## src/scd_pkg.sv

```systemverilog
// package: register map, field layout and timing constants for settle and divider logic
package scd_pkg;
  localparam logic [7:0]  SCD_ADDR_CH2_SETTLE = 8'h12;
  localparam logic [7:0]  SCD_ADDR_CH3_SETTLE = 8'h13;
  localparam logic [7:0]  SCD_ADDR_CH0_DIV    = 8'h14;
  localparam logic [7:0]  SCD_ADDR_CH1_DIV    = 8'h15;
  localparam logic [15:0] SCD_SETTLE_RESET    = 16'h0000;
  localparam logic [15:0] SCD_DIV_RESET       = 16'h0000;
  localparam int          SCD_REF_DIV_LSB     = 0;
  localparam int          SCD_REF_DIV_W       = 10;
  localparam int          SCD_RSVD_LSB        = 10;
  localparam int          SCD_IN_DIV_LSB      = 12;
  localparam int          SCD_IN_DIV_W        = 4;
  localparam logic [19:0] SCD_SETTLE_MIN_PER  = 20'h00020;
  localparam int          SCD_SETTLE_MULT_SH  = 4;
  localparam logic [15:0] SCD_SETTLE_SHORT_MAX = 16'h0001;
endpackage

```

## src/scd_divider.sv

```systemverilog
// module: programmable divider producing a one-cycle tick every div input events
`timescale 1ns/10ps
module scd_divider #(
  parameter int W = 10
) (
  input  wire logic         clk_i,
  input  wire logic         reset_i,
  input  wire logic         event_i,
  input  wire logic [W-1:0] div_i,
  output logic              tick_o
);
  logic [W-1:0] cnt;
  logic [W-1:0] next_cnt;
  logic         next_tick;

  // a divide of zero is reserved; it is treated as one so the tick never stalls
  always_comb begin
    next_cnt  = cnt;
    next_tick = 1'b0;
    if (event_i) begin
      if (cnt + W'(1) >= div_i) begin
        next_cnt  = '0;
        next_tick = 1'b1;
      end else begin
        next_cnt = cnt + W'(1);
      end
    end
  end

  always_ff @(posedge clk_i or posedge reset_i) begin
    if (reset_i) begin
      cnt    <= '0;
      tick_o <= 1'b0;
    end else begin
      cnt    <= next_cnt;
      tick_o <= next_tick;
    end
  end
endmodule

```

## src/scd_settle_div.sv

```systemverilog
// module: per-channel settle timers and reference/input clock dividers
//
// Behaviour
// - a settle interval runs on a channel before its conversion, length from its settle count.
// - counts 0 and 1 give 32 reference periods, larger counts give sixteen times the count.
// - if settle is still running when conversion starts, an amplitude error pulses if enabled.
// - each settle count is a 16-bit read-write field that resets to zero.
// - each reference tick is the master clock divided by its 10-bit reference divider.
// - the sensor input is divided by the 4-bit input divider in bits 15:12.
// - channel 2 and 3 settle registers sit at 0x12 and 0x13 on the four-channel variant.
`timescale 1ns/10ps
module scd_settle_div
  import scd_pkg::*;
(
  input  wire logic        clk_i,
  input  wire logic        reset_i,
  input  wire logic [7:0]  reg_addr_i,
  input  wire logic [15:0] reg_wdata_i,
  input  wire logic        reg_wr_i,
  output logic [15:0]      reg_rdata_o,
  input  wire logic [1:0]  settle_start_i,
  input  wire logic [1:0]  conv_start_i,
  input  wire logic        amp_err_en_i,
  input  wire logic [1:0]  sensor_edge_i,
  output logic [1:0]       ref_tick_o,
  output logic [1:0]       input_tick_o,
  output logic [1:0]       settle_done_o,
  output logic [1:0]       amp_err_o
);
  // channels 2,3 settle; channels 0,1 dividers
  typedef enum logic [2:0] {
    SCD_IDLE   = 3'b001,
    SCD_SETTLE = 3'b010,
    SCD_DONE   = 3'b100
  } scd_state_t;

  function automatic logic [19:0] settle_periods(input logic [15:0] cnt);
    if (cnt <= SCD_SETTLE_SHORT_MAX) begin
      settle_periods = SCD_SETTLE_MIN_PER;
    end else begin
      settle_periods = {4'h0, cnt} << SCD_SETTLE_MULT_SH;
    end
  endfunction

  // ----------------------------------------
  // registers
  // ----------------------------------------
  logic [15:0] channel2_settle_count;
  logic [15:0] channel3_settle_count;
  logic [15:0] channel0_clock_division;
  logic [15:0] channel1_clock_division;
  logic [15:0] next_s2, next_s3, next_d0, next_d1, next_rdata;

  always_comb begin
    next_s2 = channel2_settle_count;
    next_s3 = channel3_settle_count;
    next_d0 = channel0_clock_division;
    next_d1 = channel1_clock_division;
    if (reg_wr_i) begin
      case (reg_addr_i)
        SCD_ADDR_CH2_SETTLE: next_s2 = reg_wdata_i;
        SCD_ADDR_CH3_SETTLE: next_s3 = reg_wdata_i;
        SCD_ADDR_CH0_DIV:    next_d0 = reg_wdata_i;
        SCD_ADDR_CH1_DIV:    next_d1 = reg_wdata_i;
        default:             next_s2 = channel2_settle_count;
      endcase
    end
    case (reg_addr_i)
      SCD_ADDR_CH2_SETTLE: next_rdata = channel2_settle_count;
      SCD_ADDR_CH3_SETTLE: next_rdata = channel3_settle_count;
      SCD_ADDR_CH0_DIV:    next_rdata = channel0_clock_division;
      SCD_ADDR_CH1_DIV:    next_rdata = channel1_clock_division;
      default:             next_rdata = 16'h0000;
    endcase
  end

  always_ff @(posedge clk_i or posedge reset_i) begin
    if (reset_i) begin
      channel2_settle_count   <= SCD_SETTLE_RESET;
      channel3_settle_count   <= SCD_SETTLE_RESET;
      channel0_clock_division <= SCD_DIV_RESET;
      channel1_clock_division <= SCD_DIV_RESET;
      reg_rdata_o             <= 16'h0000;
    end else begin
      channel2_settle_count   <= next_s2;
      channel3_settle_count   <= next_s3;
      channel0_clock_division <= next_d0;
      channel1_clock_division <= next_d1;
      reg_rdata_o             <= next_rdata;
    end
  end

  // ----------------------------------------
  // dividers
  // ----------------------------------------
  logic [SCD_REF_DIV_W-1:0] channel0_reference_div, channel1_reference_div;
  logic [SCD_IN_DIV_W-1:0]  channel0_sensor_input_div, channel1_sensor_input_div;
  assign channel0_reference_div    = channel0_clock_division[SCD_REF_DIV_LSB +: SCD_REF_DIV_W];
  assign channel1_reference_div    = channel1_clock_division[SCD_REF_DIV_LSB +: SCD_REF_DIV_W];
  assign channel0_sensor_input_div = channel0_clock_division[SCD_IN_DIV_LSB +: SCD_IN_DIV_W];
  assign channel1_sensor_input_div = channel1_clock_division[SCD_IN_DIV_LSB +: SCD_IN_DIV_W];

  scd_divider #(.W(SCD_REF_DIV_W)) u_ref0 (
    .clk_i   (clk_i),
    .reset_i (reset_i),
    .event_i (1'b1),
    .div_i   (channel0_reference_div),
    .tick_o  (ref_tick_o[0])
  );
  scd_divider #(.W(SCD_REF_DIV_W)) u_ref1 (
    .clk_i   (clk_i),
    .reset_i (reset_i),
    .event_i (1'b1),
    .div_i   (channel1_reference_div),
    .tick_o  (ref_tick_o[1])
  );
  scd_divider #(.W(SCD_IN_DIV_W)) u_in0 (
    .clk_i   (clk_i),
    .reset_i (reset_i),
    .event_i (sensor_edge_i[0]),
    .div_i   (channel0_sensor_input_div),
    .tick_o  (input_tick_o[0])
  );
  scd_divider #(.W(SCD_IN_DIV_W)) u_in1 (
    .clk_i   (clk_i),
    .reset_i (reset_i),
    .event_i (sensor_edge_i[1]),
    .div_i   (channel1_sensor_input_div),
    .tick_o  (input_tick_o[1])
  );

  // ----------------------------------------
  // settle timers (channels 2 and 3)
  // ----------------------------------------
  // no ref dividers for 2,3 here; they borrow channel 0/1 reference ticks
  scd_state_t  state [2];
  scd_state_t  next_state [2];
  logic [19:0] remain [2];
  logic [19:0] next_remain [2];
  logic [1:0]  next_done, next_err;

  always_comb begin
    for (int c = 0; c < 2; c++) begin
      next_state[c]  = state[c];
      next_remain[c] = remain[c];
      next_done[c]   = 1'b0;
      next_err[c]    = 1'b0;
      case (state[c])
        SCD_IDLE: begin
          if (settle_start_i[c]) begin
            next_state[c]  = SCD_SETTLE;
            next_remain[c] = settle_periods(c == 0 ? channel2_settle_count
                                                   : channel3_settle_count);
          end
        end
        SCD_SETTLE: begin
          if (conv_start_i[c]) begin
            next_state[c] = SCD_IDLE;
            next_err[c]   = amp_err_en_i;
          end else if (ref_tick_o[c]) begin
            next_remain[c] = remain[c] - 20'h00001;
            if (remain[c] == 20'h00001) begin
              next_state[c] = SCD_DONE;
              next_done[c]  = 1'b1;
            end
          end
        end
        SCD_DONE: begin
          if (conv_start_i[c]) begin
            next_state[c] = SCD_IDLE;
          end
        end
        default: next_state[c] = SCD_IDLE;
      endcase
    end
  end

  always_ff @(posedge clk_i or posedge reset_i) begin
    if (reset_i) begin
      state[0]      <= SCD_IDLE;
      state[1]      <= SCD_IDLE;
      remain[0]     <= 20'h00000;
      remain[1]     <= 20'h00000;
      settle_done_o <= 2'h0;
      amp_err_o     <= 2'h0;
    end else begin
      state[0]      <= next_state[0];
      state[1]      <= next_state[1];
      remain[0]     <= next_remain[0];
      remain[1]     <= next_remain[1];
      settle_done_o <= next_done;
      amp_err_o     <= next_err;
    end
  end
endmodule

```

## config.mk

```make
export PLATFORM = sky130hd
export DESIGN_NAME = scd_settle_div
export DESIGN_NICKNAME = d
export VERILOG_FILES = /design/src/scd_pkg.sv /design/src/scd_divider.sv /design/src/scd_settle_div.sv
export SDC_FILE = /design/constraint.sdc
export NUM_CORES = 1
export LEC_CHECK = 0
export ABC_AREA = 1
export BUFFER_PORTS_ARGS = -buffer_cell sky130_fd_sc_hd__buf_4
export CORE_ASPECT_RATIO = 0.5
export CORE_MARGIN = 2
export CORE_UTILIZATION = 50
export CTS_CLUSTER_SIZE = 16
export DETAILED_ROUTE_END_ITERATION = 12
export PLACE_DENSITY = 0.7
export REMOVE_ABC_BUFFERS = 1
export SYNTH_ARGS = -nofsm -noshare
export SYNTH_HDL_FRONTEND = slang
export SYNTH_SLANG_ARGS = --single-unit
export TNS_END_PERCENT = 30
```

## constraint.sdc

```tcl
create_clock -name clk_i -period 14.7 [get_ports clk_i]
set_input_delay 2.94 -clock clk_i [delete_from_list [all_inputs] [get_ports clk_i]]
set_output_delay 2.94 -clock clk_i [all_outputs]
set_load 0.01 [all_outputs]
```

# Yosys cells after proc, flatten, opt, wreduce, memory -nomap -nowiden
# Cells that the tools add are included.
[word_totals]
ff_bits = 162
latchBits = 0
mem_bits_rw = 0
romBits = 0
input_bits = 34
output_inout_bits = 24
mem_count = 0
[classes]
addsub = 6
n_mul = 0
div = 0
order_cmp = 6
eq_ne = 24
shifts = 0
mux = 45
bitwise = 0
reduce_logical = 10
[ops]
columns = ["operator", "n"]
rows = [
  ["two-way mux 20 bit", 8],
  ["case mux 20 bit (2 select lines)", 2],
  ["case mux 16 bit (4 select lines)", 1],
  ["equality test 20 x 1 -> 1 bit, second input constant", 2],
  ["subtractor 20 x 1 -> 20 bit, second input constant", 2],
  ["equality test 8 x 5 -> 1 bit, second input constant", 4],
  ["<= comparator 16 x 1 -> 1 bit, second input constant", 2],
  ["two-way mux 3 bit", 10],
  ["adder 10 x 1 -> 10 bit, second input constant", 2],
  ["greater-or-equal comparator 10 bit", 2],
  ["two-way mux 10 bit", 2],
  ["two-way mux 1 bit", 18],
  ["case mux 3 bit (3 select lines)", 2],
  ["AND reduction 4 bit", 4],
  ["!= test 2 bit, second input constant", 6],
  ["adder 4 x 1 -> 4 bit, second input constant", 2],
  ["greater-or-equal comparator 4 bit", 2],
  ["two-way mux 4 bit", 2],
  ["AND reduction 2 bit", 4],
  ["equality test 3 x 1 -> 1 bit, second input constant", 2],
  ["equality test 3 x 2 -> 1 bit, second input constant", 2],
  ["equality test 3 bit, second input constant", 2],
  ["!= test 3 x 2 -> 1 bit, second input constant", 2],
  ["!= test 3 bit, second input constant", 2],
  ["2 further kinds", 4],
]

# Depth between registers and ports, before layout
# Gate-level depths: netlist of the first run.
[logic_depth]
word_depth = 5
depth_mapped = 15
ltp_nobuf = 14

# By module
# A second synthesis of the first run with hierarchy kept.
[hier_totals]
cells_unflattened = 1211
hier_area_um2 = 9212.6
[by_module_without_submodules]
columns = ["module", "instances", "cells_per_inst", "area_each_um2"]
rows = [
  ["scd_settle_div", 1, 861, 6660.1],
  ["scd_divider (u_ref0 ...)", 2, 129, 923.4],
  ["scd_divider (u_in0 ...)", 2, 46, 352.8],
]

# Least setup slack after synthesis of the first run
# Ideal clock, no wire load.
[synth_timing]
kind = "input to register"
startpoint = "input port reg_addr_i[5]"
endpoint = "register channel0_clock_division[3]"
setup_ns = 0.126
t_arrival_ns = 3.972
slack_ns = 10.602
path_stages = 5
n_path_buf = 1
cell_sequence = "nor4_4 > nand2_2 > nor2_4 > buf_4 > o21ai_0"
[synth_between]
elab_chain_len = 2
[synth_rtl]
columns = ["element", "line_no", "source"]
rows = [
  ["from (decl)", "scd_settle_div.sv:17", "input wire logic [7:0] reg_addr_i,"],
  ["equality test 8 x 5 -> 1 bit", "scd_settle_div.sv:60", "case (reg_addr_i)"],
  ["AND reduction 2 bit (no source line)", "n/a", ""],
  ["to (signal assigned)", "scd_settle_div.sv:87", "channel0_clock_division <= next_d0;"],
  ["to (decl)", "scd_settle_div.sv:50", "logic [15:0] channel0_clock_division;"],
]
# Every way passes these cells.
# A chain may end at the register's enable or synchronous reset.

# Final worst setup path of the first run
[layout_timing]
startpoint = "input port reg_addr_i[0]"
endpoint = "register channel2_settle_count[1]"
[layout_between]
elab_chain_len = 2
[layout_rtl]
columns = ["element", "line_no", "source"]
rows = [
  ["equality test 8 x 5 -> 1 bit", "scd_settle_div.sv:60", ""],
  ["AND reduction 2 bit (no source line)", "n/a", ""],
  ["to (signal assigned)", "scd_settle_div.sv:85", "channel2_settle_count <= next_s2;"],
  ["to (decl)", "scd_settle_div.sv:48", "logic [15:0] channel2_settle_count;"],
]
# Every way passes these cells.

==> metrics, run 1 <==
Critical Path Most Common Cell=nand2_1; final number of hold-violating endpoints=0; Ys Warns=0; endpoints failing setup=0; # H-tree levels=4; RePlAce Congestion=0.851; setup TNS=0 ps; R2R setup slack=11420 ps; clock network power share=27.5%; Yosys cell types=39; drt initial violations=788; layout cell share with drive strength beyond 1=8.94%; Worst Setup Start Kind=input pin; sw frac=40.8%; DRC Markers=0; post-layout util=57.8%; skew final=13.4 ps; clk root buf=clkbuf_16; io pins=58; mapped cell area=0.00908 sq mm; RR Endpoint=remain[18]; clk sink count=162; antenna viol nets, final=0; Worst Path Required=15060 ps; post-CTS sizing=0; vias=7982; CP max stage delay=840 ps; # hold bufs at CTS=0; Net Switching=0.638 mW; DR pass1 iterations=6; Worst-Margin Slew=1060 ps; Reg power frac=39.3%; antenna violations before repair=0; CORE AREA=0.0176 sq mm; Comb pwr share=33.2%; first-pass GRT wire length=38400 um; worst vdd ir=0.0926 mV; dpl cells=1443; synthesized flop and latch total=162; min cycle time layout=4810 ps; grt total ovfl=0; Critical Path Start=reg_addr_i[0]; die outline width=195 um; drt via density=5.41; Mapped Avg Cell Area=7.63 sq um; DRT Wirelength=22900 um; post-synthesis sequential area ratio=44.7%; # Post-CTS Setup Buffers=0; crit end category=register; unrepaired setup endpoints after global routing=false; Lkg Pwr=5.18 nW; Setup CP Type=in2reg; power consumption=1.56 mW; CP Capture Point=channel2_settle_count[1]; Worst path slowest cell=nor2_2; CTS tree=built; starting density of the core=51.7%; pwr/cell area=154 mW/mm^2; largest net degree at the start of global routing=89; Skew-Pair Late Insertion Delay=440 ps; max-cap violations=0; Layout area overhead=12.0%; CP arrival=5160 ps; Worst-path clk slew=70 ps; Hold Path Class=reg2reg; Slew HR=29.4%; dpl hpwl=16400 um; Die ar.=0.0193 sq mm; maximum fanout along the worst path=31; Final #Nets=1298; Die Span Y=99.3 um; CTS Buf Count=17; count of pins over their slew limit=0; overall global routing resource usage=25.2%; Max Root-Sink Buffers=2; IO Port Bufs=57; ANT cells=0; Critical R2R Launch=state[0]; Gate Count Post-Synth=1189; Worst R2R Path Depth=9; number of global-route vias before repair=7494; WL/cell=15.5 um; Rows=34; CP Cell Sequence=buf_4 > nor4_4 > nand2_1 > nor2_2 > nand2_1 > o21ai_1; Int Pwr=0.926 mW; Max Clock Freq=0.208 GHz; Cell Count, Final, Fillers Out=1475; status=completed; fin crit share=32.7%
[power by group through the flow]
stage | Clock [mW] | Combinational (mW) | Sequential (mW)
2_1_floorplan | 0 | 0.389 | 0.599
3_3_place_gp | 0 | 0.496 | 0.618
3_5_place_dp | 0 | 0.517 | 0.620
4_1_cts | 0.433 | 0.519 | 0.614
5_1_grt | 0.456 | 0.603 | 0.628
6_report | 0.429 | 0.519 | 0.615
[how the worst min path moves through the flow]
stage	from	end	slack [ps]	depth (start not counted)
finish	remain[38]	remain[38]	480	2
global route	remain[38]	remain[38]	520	2
CTS	remain[38]	remain[38]	480	2
detailed placement	remain[38]	remain[38]	470	2
global placement	remain[38]	remain[38]	460	2
floorplan	remain[38]	remain[38]	440	2
[synth_stat cells (all sizes together)]
library cell    n  area (sq um)
o21a            2          15.0
a21oi          23           115
nor3           11          55.1
o22ai           1          6.26
nor4            7           119
nand3b          9          67.6
a21o            1          7.51
o21bai          5          37.5
o211ai          2          15.0
buf            25           156
xnor2           2          17.5
clkinv          2          7.51
dfstp           2          52.6
o31ai           3          22.5
dfrtp         160          4000
ha             36           450
nor2          125           512
nand3         148           741
clkbuf         15          56.3
a31oi           1          6.26
o21ai          95           475
and3            1          6.26
inv           156           586
nand2         298          1140
nor2b           1          6.26
xor2           16           140
nand4          40           250
or2             2          12.5
[state kept, by name, indices dropped and copies added, names as in the netlist]
signal and count:
channel1_clock_division 16, remain 40, channel2_settle_count 16, state 6
u_in1.tick_o 1, channel3_settle_count 16, u_in0.cnt 4, reg_rdata_o 16
settle_done_o 2, channel0_clock_division 16, u_ref0.tick_o 1, u_in0.tick_o 1
u_ref1.tick_o 1, u_ref1.cnt 10, u_ref0.cnt 10, u_in1.cnt 4
amp_err_o 2
[logic make-up (layout without fill, tap and decap cells)]
| group | after synthesis | count (layout) | synth area share (%) |
|---|---|---|---|
| compound gates | 133 | 133 | 7.72 |
| xor+xnor | 18 | 18 | 1.74 |
| fa+ha+maj | 36 | 36 | 4.96 |
| buf+inv | 198 | 250 | 8.88 |
| flops | 162 | 162 | 44.7 |
| simple gates | 642 | 642 | 32.0 |
[final cells by class]
class | count | area (sq um)
clock buffers | 19 | 433
repair buffers | 60 | 450
clock inverters | 13 | 119
inverters | 158 | 598
well taps | 234 | 293
fillers | 1639 | 7410
multi-input cells | 829 | 4210
flip-flops and latches | 162 | 4060
[cell usage in the layout, fill, tap and decap left out, types with 3 or more instances in the layout]
cell type  count
nand3_1      148
nand3b_1       9
inv_1        151
nor2_1       121
clkbuf_16     17
dfrtp_1      160
nor4_4         5
buf_4         60
xor2_1        16
inv_2          4
a21oi_1       23
nand2_1      295
ha_1          36
nand4_1       40
inv_8          3
o21ai_1       24
o31ai_1        3
o21bai_1       5
inv_6          5
o21ai_0       71
nor3_1        11
clkinv_4       4
[through the flow]
step	hold WS, ps	setup slack (ps)	cell area [sq um]
6_report	476	9890	10200
5_1_grt	516	9610	10200
4_1_cts	485	9930	10200
3_5_place_dp	467	9480	9610
3_3_place_gp	457	9550	9610
2_1_floorplan	442	7390	8860
[worst max-delay path: cells and delay by family]
| kind | cells | cell delay, ps |
|---|---|---|
| AND/OR/NAND/NOR | 4 | 1950 |
| buffers and inverters | 1 | 140 |
| AO/OA/AOI/OAI | 1 | 120 |
[routing by layer]
layer | GRT usage (%) | share of wire, % | vias up
li1 | - | - | 3945
met1 | 37.0 | 48 | 3808
met2 | 38.8 | 45 | 203
met3 | 4.78 | 5.9 | 26
met4 | 5.98 | 1.2 | 0
met5 | 0 | 0 | -
Note: power is estimated with default switching activity, not from simulation.
==> run 2, diff against run 1 <==
==> constraint.sdc (replaced) <==
create_clock -name clk_i -period 4.5 [get_ports clk_i]
set_input_delay 0.9 -clock clk_i [delete_from_list [all_inputs] [get_ports clk_i]]
set_output_delay 0.9 -clock clk_i [all_outputs]
set_load 0.01 [all_outputs]
==> run 2 against run 1 <==
Combinational power grew to 3.3 times the previous value. Cell area up 0.52%. Setup slack got worse by 8200 ps. Via count grew 0.90%. Die area is the same. Largest power group unchanged.
==> metrics, run 2 (synthesized netlist as in run 1, its figures left out) <==
min-delay src=remain[38]; Lkg Pwr=5.21 nW; Slew HR=28.1%; DRT Wirelength=22800 um; post-layout util=58.1%; antenna viol nets, final=0; largest net degree at the start of global routing=116; CP Capture Point=u_ref1.cnt[4]; maximum fanout along the worst path=11; Worst-Margin Slew=1080 ps; Int Pwr=3.05 mW; CTS tree=built; overall global routing resource usage=24.8%; # Post-CTS Setup Buffers=0; power consumption=5.16 mW; Skew-Pair Late Insertion Delay=430 ps; # hold bufs at CTS=0; Max Clock Freq=0.360 GHz; endpoints failing setup=0; grt total ovfl=0; CTS Buf Count=17; cell area after layout=0.0102 sq mm; Max Root-Sink Buffers=2; sw frac=41.0%; crit end category=register; Rows=34; starting density of the core=51.7%; Setup CP Type=reg2reg; Comb pwr share=33.3%; Critical R2R Launch=u_ref1.cnt[0]; clock network power share=27.7%; drt via density=5.45; CORE AREA=0.0176 sq mm; Worst-path clk slew=70 ps; dpl hpwl=16200 um; IO Port Bufs=57; vias=8054; DRC Markers=0; number of global-route vias before repair=7587; ANT cells=0; Worst Path Required=4840 ps; max-cap violations=0; Largest register FFs=40; Layout area overhead=12.6%; Reg power frac=39.0%; R2R setup slack=1720 ps; unrepaired setup endpoints after global routing=false; commonest non-fill, non-tap cell in the layout=nand2_1; post-CTS sizing=0; WL/cell=15.4 um; Net Switching=2.12 mW; die outline width=195 um; Critical Path Start=u_ref1.cnt[0]; leading cell types in the layout, fill and taps excluded=nand2_1, dfrtp_1, inv_1; Biggest register=remain; Hold Path Class=reg2reg; worst vdd ir=0.279 mV; status=completed; min cycle time layout=2780 ps; antenna violations before repair=0; Worst R2R Path Depth=12; clk sink count=162; setup TNS=0 ps; Die Span Y=99.3 um; DR pass1 iterations=7; pwr/cell area=505 mW/mm^2; final number of hold-violating endpoints=0; Placed Instance Area=0.00965 sq mm; clk root buf=clkbuf_16; first-pass GRT wire length=38300 um; fin crit share=61.7%; Final #Nets=1301; io pins=58; Die ar.=0.0193 sq mm; Worst Setup Start Kind=register; RePlAce Congestion=0.893; CP arrival=3120 ps; RR Endpoint=u_ref1.cnt[4]; skew final=14.6 ps; drt initial violations=743; count of pins over their slew limit=0; # H-tree levels=4; layout cell share with drive strength beyond 1=9.24%
[run 2: cell types whose count changed in the layout (fill, tap and decap cells not counted)]
cell      before  now
clkinv_4       4    2
clkbuf_1       2    1
clkinv_8       0    1
buf_4         60   62
inv_8          3    5
buf_12         0    1
[run 2: metrics by stage]
stage               setup slack, ps  instances  hold slack, ps
floorplan                      -773       1149             442
global placement               1680       1446             461
detailed placement             1610       1446             467
CTS                            1690       1478             485
global route                   1440       1478             512
finish                         1720       1478             484
[run 2: critical path: stages, from the launching register on]
cell	delay, ps
dfrtp_1	400
ha_1	220
nand4_1	160
or2_2	330
or2_2	280
nand2_1	80
inv_1	40
ha_1	280
nand2_1	90
nor2_1	60
o211ai_1	90
nand4_1	410
nor2_1	240
[run 2: power by group through the flow]
stage               clock network (mW)  logic [mW]  registers [mW]
floorplan                            0        1.27            1.96
global placement                     0        1.63            2.02
detailed placement                   0        1.69            2.02
CTS                               1.45        1.71            2.00
global route                      1.52        1.99            2.05
finish                            1.43        1.72            2.01
[run 2: metal layers]
layer / part of all wire [%] / global-route usage [%]
met4: 0.99 / 5.44
met1: 49 / 36.4
met3: 5.6 / 3.93
met5: 0 / 0
met2: 45 / 39.1
[run 2: cell type report]
| class | count | area (sq um) |
|---|---|---|
| clock buffer | 18 | 429 |
| clock inverter | 14 | 140 |
| fill | 1597 | 7350 |
| inverter | 158 | 598 |
| multi-input combinational | 829 | 4210 |
| sequential | 162 | 4060 |
| tap | 234 | 293 |
| timing repair buffer | 63 | 485 |
[run 2: how the worst min path moves through the flow]
stage	end	depth (start not counted)
3_5_place_dp	remain[38]	2
3_3_place_gp	remain[38]	2
4_1_cts	remain[38]	2
6_report	remain[38]	2
2_1_floorplan	remain[38]	2
5_1_grt	remain[38]	2
==> run 3, diff against run 2 <==
==> constraint.sdc (replaced) <==
create_clock -name clk_i -period 2.8 [get_ports clk_i]
set_input_delay 0.56 -clock clk_i [delete_from_list [all_inputs] [get_ports clk_i]]
set_output_delay 0.56 -clock clk_i [all_outputs]
set_load 0.01 [all_outputs]
==> run 3 against run 2 <==
Setup slack worse by 1500 ps. Power up 59%. Maximum frequency grew 7.2%. Register-to-register slack got worse by 1500 ps. Count of clock-buffer cells in the layout is 1 higher. Core utilization increased by 0.50 points. Via count increased by 0.16%.
==> metrics, run 3 (synthesized netlist as in run 1, its figures left out) <==
Worst-path clk slew=60 ps; Worst Path Required=3110 ps; Layout area overhead=13.5%; clk sink count=162; count of pins over their slew limit=0; Die ar.=0.0193 sq mm; pwr/cell area=798 mW/mm^2; endpoints failing setup=0; Critical Path Start=u_ref1.cnt[0]; grt total ovfl=0; Biggest register=remain; RePlAce Congestion=0.916; commonest non-fill, non-tap cell in the layout=nand2_1; IO Port Bufs=57; CTS Buf Count=17; fin crit share=92.5%; Max Root-Sink Buffers=2; die outline width=195 um; skew final=12.9 ps; Die Span Y=99.3 um; WL/cell=15.3 um; drt via density=5.42; io pins=58; DR pass1 iterations=5; dpl hpwl=16400 um; # hold bufs at CTS=0; antenna violations before repair=0; antenna viol nets, final=0; vias=8067; clk root buf=clkbuf_16; overall global routing resource usage=24.7%; Skew-Pair Late Insertion Delay=440 ps; largest net degree at the start of global routing=66; dpl cells=1456; GR peak layer=met2; met1 Track Usage GR=34.4%; Final #Nets=1312; Hold Path Class=in2async; CORE AREA=0.0176 sq mm; crit end category=register; unrepaired setup endpoints after global routing=false; status=completed; Worst-Margin Slew=860 ps; DRC Markers=0; Rows=34; Worst Setup Start Kind=register; leading cell types in the layout, fill and taps excluded=nand2_1, dfrtp_1, inv_1; FILL cells=1606; max-cap violations=0; first-pass GRT wire length=37900 um; pre-CTS setup slack=76.7 ps; power consumption=8.22 mW; CP arrival=2910 ps; Cell Count, Final, Fillers Out=1489; met3 usage=5.97%; Slew HR=42.5%; Largest register FFs=40; met2 GRT Util=39.2%; setup slack after layout=210 ps; layout cell share with drive strength beyond 1=10.0%; Lkg Pwr=5.26 nW; starting density of the core=51.7%; number of global-route vias before repair=7718; min cycle time layout=2590 ps; worst vdd ir=0.478 mV; ANT cells=0; # H-tree levels=4; drt initial violations=718; post-layout util=58.6%; final number of hold-violating endpoints=0; Setup CP Type=reg2reg; Critical R2R Launch=u_ref1.cnt[0]; Max Clock Freq=0.386 GHz; CTS tree=built; DRT Wirelength=22700 um; setup TNS=0 ps; maximum fanout along the worst path=11
## run 3: where the power goes
group | internal (mW) | leakage (nW) | switching (mW)
logic | 0.932 | 3.10 | 1.85
registers | 2.81 | 1.90 | 0.413
clock network | 1.16 | 0.259 | 1.06
## run 3: critical path, stage by stage (launching register included)
cell	delay, ps
dfrtp_1	390
ha_1	230
nand4_1	170
or2_2	330
or2_2	280
nand2_1	90
inv_1	50
ha_1	290
nand2_1	70
nor2_1	140
o211ai_1	120
nand4_1	90
buf_4	180
nor2_1	60
## run 3: stage by stage
step | area [sq um] | hold slack [ps]
6_report | 10300 | 219
5_1_grt | 10300 | 262
4_1_cts | 10300 | 239
3_5_place_dp | 9750 | 458
3_3_place_gp | 9750 | 455
2_1_floorplan | 8860 | 442
## run 3: per-layer routing
| metal | vias up | share of wire (%) |
|---|---|---|
| met5 | - | 0 |
| met4 | 0 | 1.2 |
| met3 | 27 | 6.3 |
| met2 | 239 | 45 |
| met1 | 3836 | 47 |
| li1 | 3965 | - |
## run 3: worst paths after layout
path / to / slack [ps] / cells after the start
worst max-delay path: u_ref1.cnt[1] / 210 / 13
worst min-delay path: remain[17] / 220 / 2
worst max register to register: u_ref1.cnt[1] / 210 / 13
worst min register to register: remain[38] / 470 / 2
max in group asynchronous: u_ref0.cnt[0] / 1800 / 3
min in group clk_i: settle_done_o[0] / 310 / 2
## run 3: what timing repair did
item                                    4_1_cts  5_1_grt
setup buffers                                 0        1
gates resized for setup                       0        1
endpoints found under the setup margin        0       22
## run 3: layout make-up
type / instances / area, sq um / share of cell area, %
Clock buffer: 19 / 433 / 4.20
Clock inverter: 13 / 115 / 1.12
Inverter: 158 / 598 / 5.80
Multi-Input combinational cell: 829 / 4210 / 40.9
Sequential cell: 162 / 4060 / 39.4
Tap cell: 234 / 293 / 2.84
Timing Repair Buffer: 74 / 593 / 5.76
